## src/verilog/rss_consts.vh

```
// constants for the reset and strap sampling block
`ifndef RSS_CONSTS_VH
`define RSS_CONSTS_VH
`define RSS_SYNC_STAGES     2
`define RSS_NUMERICS_DELAY  4
`define RSS_DRIVE_CYCLES    1
`define RSS_CNT_W           3
`endif

```

## src/verilog/rss_sync.v

```verilog
// two-flop synchroniser for a single level
`timescale 1ns/1ps
module rss_sync #(
  parameter RESET_VAL = 1'b0
) (
  input  wire i_ref_clk,
  input  wire i_d,
  output wire o_q
);
  reg meta_q;
  reg sync_q;
  // no reset here: this stage carries the reset itself
  always @(posedge i_ref_clk) begin
    meta_q <= i_d;
    sync_q <= meta_q;
  end
  assign o_q = sync_q;
endmodule // rss_sync

```

## src/verilog/rss_reset_strap.v

```verilog
// reset synchronisation, bus abort and reset-time strap sampling
// Summary of operation
// - synchronise reset input before internal use
// - reset stops activity, returns initial state
// - abort bus cycle: drive inactive, then float
// - strap pins become pulled-up inputs in reset
// - both chip selects low selects isolation mode
// - read strap low selects queue status mode
// - test high at reset, low four later
`timescale 1ns/1ps
`include "rss_consts.vh"
module rss_reset_strap #(
  parameter NUM_DELAY = `RSS_NUMERICS_DELAY,
  parameter DRV_CYC   = `RSS_DRIVE_CYCLES
) (
  // clock and reset
  input  wire i_ref_clk,
  input  wire i_nrst,
  input  wire i_reset_input_n,
  // bus activity from the core
  input  wire i_bus_cycle_active,
  input  wire i_read_strobe_n,
  input  wire i_upper_mem_select_n,
  input  wire i_lower_mem_select_n,
  input  wire i_mid_select0_n,
  input  wire i_mid_select1_n,
  input  wire i_bus_lock_n,
  // strap pin inputs
  input  wire i_read_strobe_or_queue_strap,
  input  wire i_upper_mem_select_pin,
  input  wire i_lower_mem_select_pin,
  input  wire i_test_busy_pin,
  // pin drive outputs
  output reg  o_read_strobe_or_queue_strap,
  output reg  o_read_strobe_or_queue_strap_oe,
  output reg  o_upper_mem_select,
  output reg  o_upper_mem_select_oe,
  output reg  o_lower_mem_select,
  output reg  o_lower_mem_select_oe,
  output reg  o_mid_select0_coproc_request,
  output reg  o_mid_select0_coproc_request_oe,
  output reg  o_mid_select1_coproc_fault,
  output reg  o_mid_select1_coproc_fault_oe,
  output reg  o_bus_lock_n,
  output reg  o_bus_lock_oe,
  output wire o_pullup_en,
  // internal reset and modes
  output wire o_core_reset,
  output reg  o_bus_abort,
  output reg  o_isolation_test_mode,
  output reg  o_queue_status_mode,
  output reg  o_numerics_mode
);
  localparam ST_RUN   = 3'b001;
  localparam ST_DRIVE = 3'b010;
  localparam ST_FLOAT = 3'b100;

  wire                  rst_sync_n;
  reg                   rst_dly_q;
  reg  [2:0]            state_q;
  reg  [2:0]            state_d;
  reg  [`RSS_CNT_W-1:0] cnt_q;
  reg  [`RSS_CNT_W-1:0] num_cnt_q;
  reg                   num_wait_q;
  wire                  in_reset;

  // pin sampled only through the synchroniser
  rss_sync #(.RESET_VAL(1'b0)) u_sync (
    .i_ref_clk (i_ref_clk),
    .i_d       (i_reset_input_n & i_nrst),
    .o_q       (rst_sync_n)
  );
  // relies on a running clock and a held-low reset at power-up
  assign in_reset     = ~rst_sync_n;
  assign o_core_reset = in_reset;
  assign o_pullup_en  = in_reset;

  always @(posedge i_ref_clk) begin
    rst_dly_q <= rst_sync_n;
  end

  // abort sequence: drive inactive for DRV_CYC, then float
  always @* begin
    state_d = state_q;
    case (state_q)
      ST_RUN: begin
        if (in_reset)
          state_d = i_bus_cycle_active ? ST_DRIVE : ST_FLOAT;
      end
      ST_DRIVE: begin
        if (cnt_q >= DRV_CYC[`RSS_CNT_W-1:0] - 3'h1)
          state_d = ST_FLOAT;
      end
      ST_FLOAT: begin
        if (!in_reset)
          state_d = ST_RUN;
      end
      default: state_d = ST_FLOAT;
    endcase
  end

  always @(posedge i_ref_clk) begin
    if (!i_nrst) begin
      state_q <= ST_FLOAT;
      cnt_q   <= 3'h0;
    end else begin
      state_q <= state_d;
      cnt_q   <= (state_q == ST_DRIVE) ? cnt_q + 3'h1 : 3'h0;
    end
  end

  // pin drivers; floating lets the weak pull-ups show strap levels
  always @(posedge i_ref_clk) begin
    if (!i_nrst) begin
      o_read_strobe_or_queue_strap    <= 1'b1;
      o_read_strobe_or_queue_strap_oe <= 1'b0;
      o_upper_mem_select              <= 1'b1;
      o_upper_mem_select_oe           <= 1'b0;
      o_lower_mem_select              <= 1'b1;
      o_lower_mem_select_oe           <= 1'b0;
      o_mid_select0_coproc_request    <= 1'b1;
      o_mid_select0_coproc_request_oe <= 1'b0;
      o_mid_select1_coproc_fault      <= 1'b1;
      o_mid_select1_coproc_fault_oe   <= 1'b0;
      o_bus_lock_n                    <= 1'b1;
      o_bus_lock_oe                   <= 1'b0;
      o_bus_abort                     <= 1'b0;
    end else begin
      o_bus_abort <= (state_d == ST_DRIVE);
      if (state_d == ST_RUN) begin
        o_read_strobe_or_queue_strap    <= i_read_strobe_n;
        o_upper_mem_select              <= i_upper_mem_select_n;
        o_lower_mem_select              <= i_lower_mem_select_n;
        o_mid_select0_coproc_request    <= i_mid_select0_n;
        o_mid_select1_coproc_fault      <= i_mid_select1_n;
        o_bus_lock_n                    <= i_bus_lock_n;
      end else begin
        o_read_strobe_or_queue_strap    <= 1'b1;
        o_upper_mem_select              <= 1'b1;
        o_lower_mem_select              <= 1'b1;
        o_mid_select0_coproc_request    <= 1'b1;
        o_mid_select1_coproc_fault      <= 1'b1;
        o_bus_lock_n                    <= 1'b1;
      end
      o_read_strobe_or_queue_strap_oe <= (state_d != ST_FLOAT);
      o_upper_mem_select_oe           <= (state_d != ST_FLOAT);
      o_lower_mem_select_oe           <= (state_d != ST_FLOAT);
      o_mid_select0_coproc_request_oe <= (state_d != ST_FLOAT);
      o_mid_select1_coproc_fault_oe   <= (state_d != ST_FLOAT);
      o_bus_lock_oe                   <= (state_d != ST_FLOAT);
    end
  end

  // bus lock is never sampled as a strap; a low there is undefined

  // isolation and queue straps latched on the release edge, numerics NUM_DELAY later, all kept until next reset
  always @(posedge i_ref_clk) begin
    if (!i_nrst) begin
      o_isolation_test_mode <= 1'b0;
      o_queue_status_mode   <= 1'b0;
      o_numerics_mode       <= 1'b0;
      num_wait_q            <= 1'b0;
      num_cnt_q             <= 3'h0;
    end else if (in_reset) begin
      o_isolation_test_mode <= 1'b0;
      o_queue_status_mode   <= 1'b0;
      o_numerics_mode       <= 1'b0;
      num_wait_q            <= 1'b0;
      num_cnt_q             <= 3'h0;
    end else if (!rst_dly_q) begin
      o_isolation_test_mode <= ~i_upper_mem_select_pin & ~i_lower_mem_select_pin;
      o_queue_status_mode   <= ~i_read_strobe_or_queue_strap;
      num_wait_q            <= i_test_busy_pin;
      num_cnt_q             <= 3'h1;
    end else if (num_wait_q) begin
      // test pin checked exactly NUM_DELAY clocks after the release edge
      if (num_cnt_q == NUM_DELAY[`RSS_CNT_W-1:0]) begin
        o_numerics_mode <= ~i_test_busy_pin;
        num_wait_q      <= 1'b0;
      end else begin
        num_cnt_q <= num_cnt_q + 3'h1;
      end
    end
  end
endmodule // rss_reset_strap

```

## config.mk

```make
export PLATFORM = sky130hd
export DESIGN_NAME = rss_reset_strap
export DESIGN_NICKNAME = d
export VERILOG_FILES = /design/src/verilog/rss_sync.v /design/src/verilog/rss_reset_strap.v
export VERILOG_INCLUDE_DIRS = /design/src /design/src/verilog
export SDC_FILE = /design/constraint.sdc
export NUM_CORES = 1
export LEC_CHECK = 0
export ABC_AREA = 1
export BUFFER_PORTS_ARGS = -buffer_cell sky130_fd_sc_hd__buf_4
export CAP_MARGIN = 20
export CORE_AREA = 3 3 47 49
export DETAILED_ROUTE_END_ITERATION = 7
export DIE_AREA = 0 0 50 52
export PLACE_DENSITY = 0.68
export SKIP_LAST_GASP = 1
export SLEW_MARGIN = 0
export SYNTH_ARGS = -nofsm -noshare
export SYNTH_HDL_FRONTEND = slang
export SYNTH_SLANG_ARGS = --single-unit
export TNS_END_PERCENT = 5
```

## constraint.sdc

```tcl
create_clock -name i_ref_clk -period 1.4 [get_ports i_ref_clk]
set_clock_uncertainty 0.05 [all_clocks]
set_input_delay 0 -clock i_ref_clk [delete_from_list [all_inputs] [get_ports i_ref_clk]]
set_output_delay 0 -clock i_ref_clk [all_outputs]
set_load 0.005 [all_outputs]
```

==> reports/qor.yml <==
placement:
  gp_congestion: 0.816
  portBuffers: 31
  hpwl_um: 1110
routing:
  ant_nets: 0
  drt_pass1_iterations: 4
  drt_wl_total_um: 1700
  vias: 702
  wl_per_cell_um: 10.7
  drtIter0Drc: 6
  drc: 0
  vias_per_cell: 4.39
floorplan:
  start_util_pct: 41.8
  ios: 32
  die_h_um: 52
  fp-row-count: 16
  dieArea_um2: 2600
  core-area_um2: 1900
  fp.dieW_um: 50
clocking:
  clkLatencyLatePin_ns: 0.29
  htreeDepth: 1
  cts_buffer_depth: 2
  cts.sinks: 21
  clkTransAtPathRegs_ns: 0.11
  numCtsBuffers: 3
  cts_root_buf: "clkbuf_4"
  cts_tree: "built"
  post_cts.repair.setup_buffers: 0
timing:
  rsz0062_at_grt: "no"
  setup_violations: 0
  drv_slew: 0
  worstMarginPinSlew_ns: 0.207
  fmax_ghz: 0.852
  period_minus_slack_ns: 1.17
  hold_slack_ns: 0.295
  post-route-period-util_pct: 83.8
  hold_viol: 0
  maxSlewHeadroom_pct: 86.2
  setup_tns_ns: 0
worst_setup_path:
  worstSetupEndpointType: "register"
  cp-endpoint: "u_sync.meta_q"
  critPathKind: "in2reg"
  start_kind: "input pin"
  regToRegSetupSlack_ns: 0.23
  startpoint: "i_nrst"
  r2r_cells: 5
  r2r_end: "num_wait_q"
  worstPathRequired_ns: 1.56
  cp_data_arrival_time_ns: 1.33
  path_max_fanout: 6
  timing.rr.start: "num_cnt_q[0]"
power:
  switching_power_mw: 0.246
  power.density_nw_per_um2: 896
  p_clk_share_pct: 26.9
  netSwitchingFraction_pct: 23.2
  intPower_mw: 0.812
  report.power.total_mw: 1.06
  combPwrFrac_pct: 13.8
  p_seq_share_pct: 59.3
  vdd_drop_max_mv: 0.740
  power.leakage_nw: 0.526
cells_and_area:
  fillerInstances: 161
  diodes: 0
  syn_to_final_growth_pct: 48.4
  nets: 150
  layout_commonest_cell: "buf_4"
  layout_common_cells: "32 x buf_4, 21 x dfxtp_1, 19 x nand2_1, 14 x dlygate4sd3_1, 9 x inv_1"
  top_regs: "num_cnt_q (3), state_q (3)"
  layout-drive-gt1-share_pct: 29.3
global_route:
  grt_pass1_wl_um: 2830
  grt_overflow: 0
  grt_max_degree: 13
  grt.total_usage_pct: 14.2
  grt_pass1_vias: 687
  antenna_found_initial: 0
yosys:
  synth.avg_cell_area_um2: 8.84
  synth_nets: 106
  yosysSeqAreaShare_pct: 52.8
  ys_ff_latch: 21
  ys_warn_count: 0
  netlist_area_um2: 796
  netlist_instances: 90
  synth.distinct_cells: 17
job:
  maxCapViolations: 0
worst_hold_path:
  holdCritPathClass: "reg2reg"
  holdPathStages: 0
run_status:
  outcome: "completed"
## stage by stage
| stage | cells | setup slack [ns] | cell area, um2 | utilization (%) |
|---|---|---|---|---|
| 6_report | 160 | 0.226 | 1180 | 62.1 |
| 3_5_place_dp | 142 | 0.249 | 1010 | 53.3 |
| 5_1_grt | 160 | 0.0947 | 1180 | 62.1 |
| 2_1_floorplan | 90 | 0.340 | 796 | - |
| 4_1_cts | 160 | 0.230 | 1180 | 62.1 |
| 3_3_place_gp | 142 | 0.288 | 1010 | 53.3 |
## worst min-delay path by stage
stage / startpoint / endpoint / slack [ns]
after floorplan: i_read_strobe_or_queue_strap / o_queue_status_mode / 0.03
after global placement: i_read_strobe_or_queue_strap / o_queue_status_mode / 0.13
after detailed placement: i_read_strobe_or_queue_strap / o_queue_status_mode / 0.13
after CTS: u_sync.meta_q / u_sync.o_q / 0.29
after global routing: u_sync.meta_q / u_sync.o_q / 0.30
final: u_sync.meta_q / u_sync.o_q / 0.29
## Yosys cell counts, drive strengths merged
| cell | n | area, um2 |
|---|---|---|
| nand4 | 1 | 6.26 |
| dfxtp | 21 | 420 |
| o211a | 1 | 10.0 |
| nand2 | 20 | 77.6 |
| nor2 | 7 | 26.3 |
| ha | 2 | 25.0 |
| o21ai | 3 | 18.8 |
| inv | 9 | 33.8 |
| nand3b | 7 | 52.6 |
| nor3b | 2 | 15.0 |
| buf | 7 | 56.3 |
| nand3 | 6 | 30.0 |
| a21oi | 4 | 23.8 |
## what timing repair did
| action | in CTS | in global routing |
|---|---|---|
| endpoints found under the setup margin | 0 | 0 |
| gates resized for setup | 0 | 0 |
| hold buffers | 14 | 0 |
| hold endpoints to repair | 17 | 0 |
## power by group through the flow
stage / Clock, mW / Combinational, mW / Sequential, mW
floorplan: 0 / 0.0593 / 0.640
global placement: 0 / 0.111 / 0.641
detailed placement: 0 / 0.113 / 0.641
CTS: 0.298 / 0.145 / 0.628
global route: 0.330 / 0.161 / 0.631
finish: 0.284 / 0.146 / 0.628
## worst max-delay path, stage by stage
cell           delay (ns)
dlygate4sd3_1        0.54
buf_4                0.16
nand2_1              0.05
dlygate4sd3_1        0.55
inv_1                0.04
## logic make-up (layout without fill, tap and decap cells)
kind of cell	Yosys count	in the layout	synth area share [%]
buffers and inverters	16	59	11.3
adder cells (fa/ha/maj)	2	2	3.14
AO/OA/AOI/OAI	8	8	6.60
flip-flops	21	21	52.8
AND/OR/NAND/NOR	43	43	26.1
## layer usage
metal / GRT usage (%) / vias to the layer above / part of all wire [%]
met1: 16.0 / 320 / 43
met4: 5.53 / 0 / 0.12
li1: - / 370 / -
met5: 0 / - / 0
met3: 3.44 / 2 / 2.7
met2: 25.4 / 10 / 55
## area by class of cell
cell class	instances	area (um2)	share of cell area (%)
clock inverters	1	5.00	0.424
clock buffers	3	22.5	1.91
multi-input cells	53	285	24.2
well taps	27	33.8	2.86
repair buffers	46	380	32.2
inverters	9	33.8	2.86
flip-flops and latches	21	420	35.6
Power figures use the tool's default switching activity.
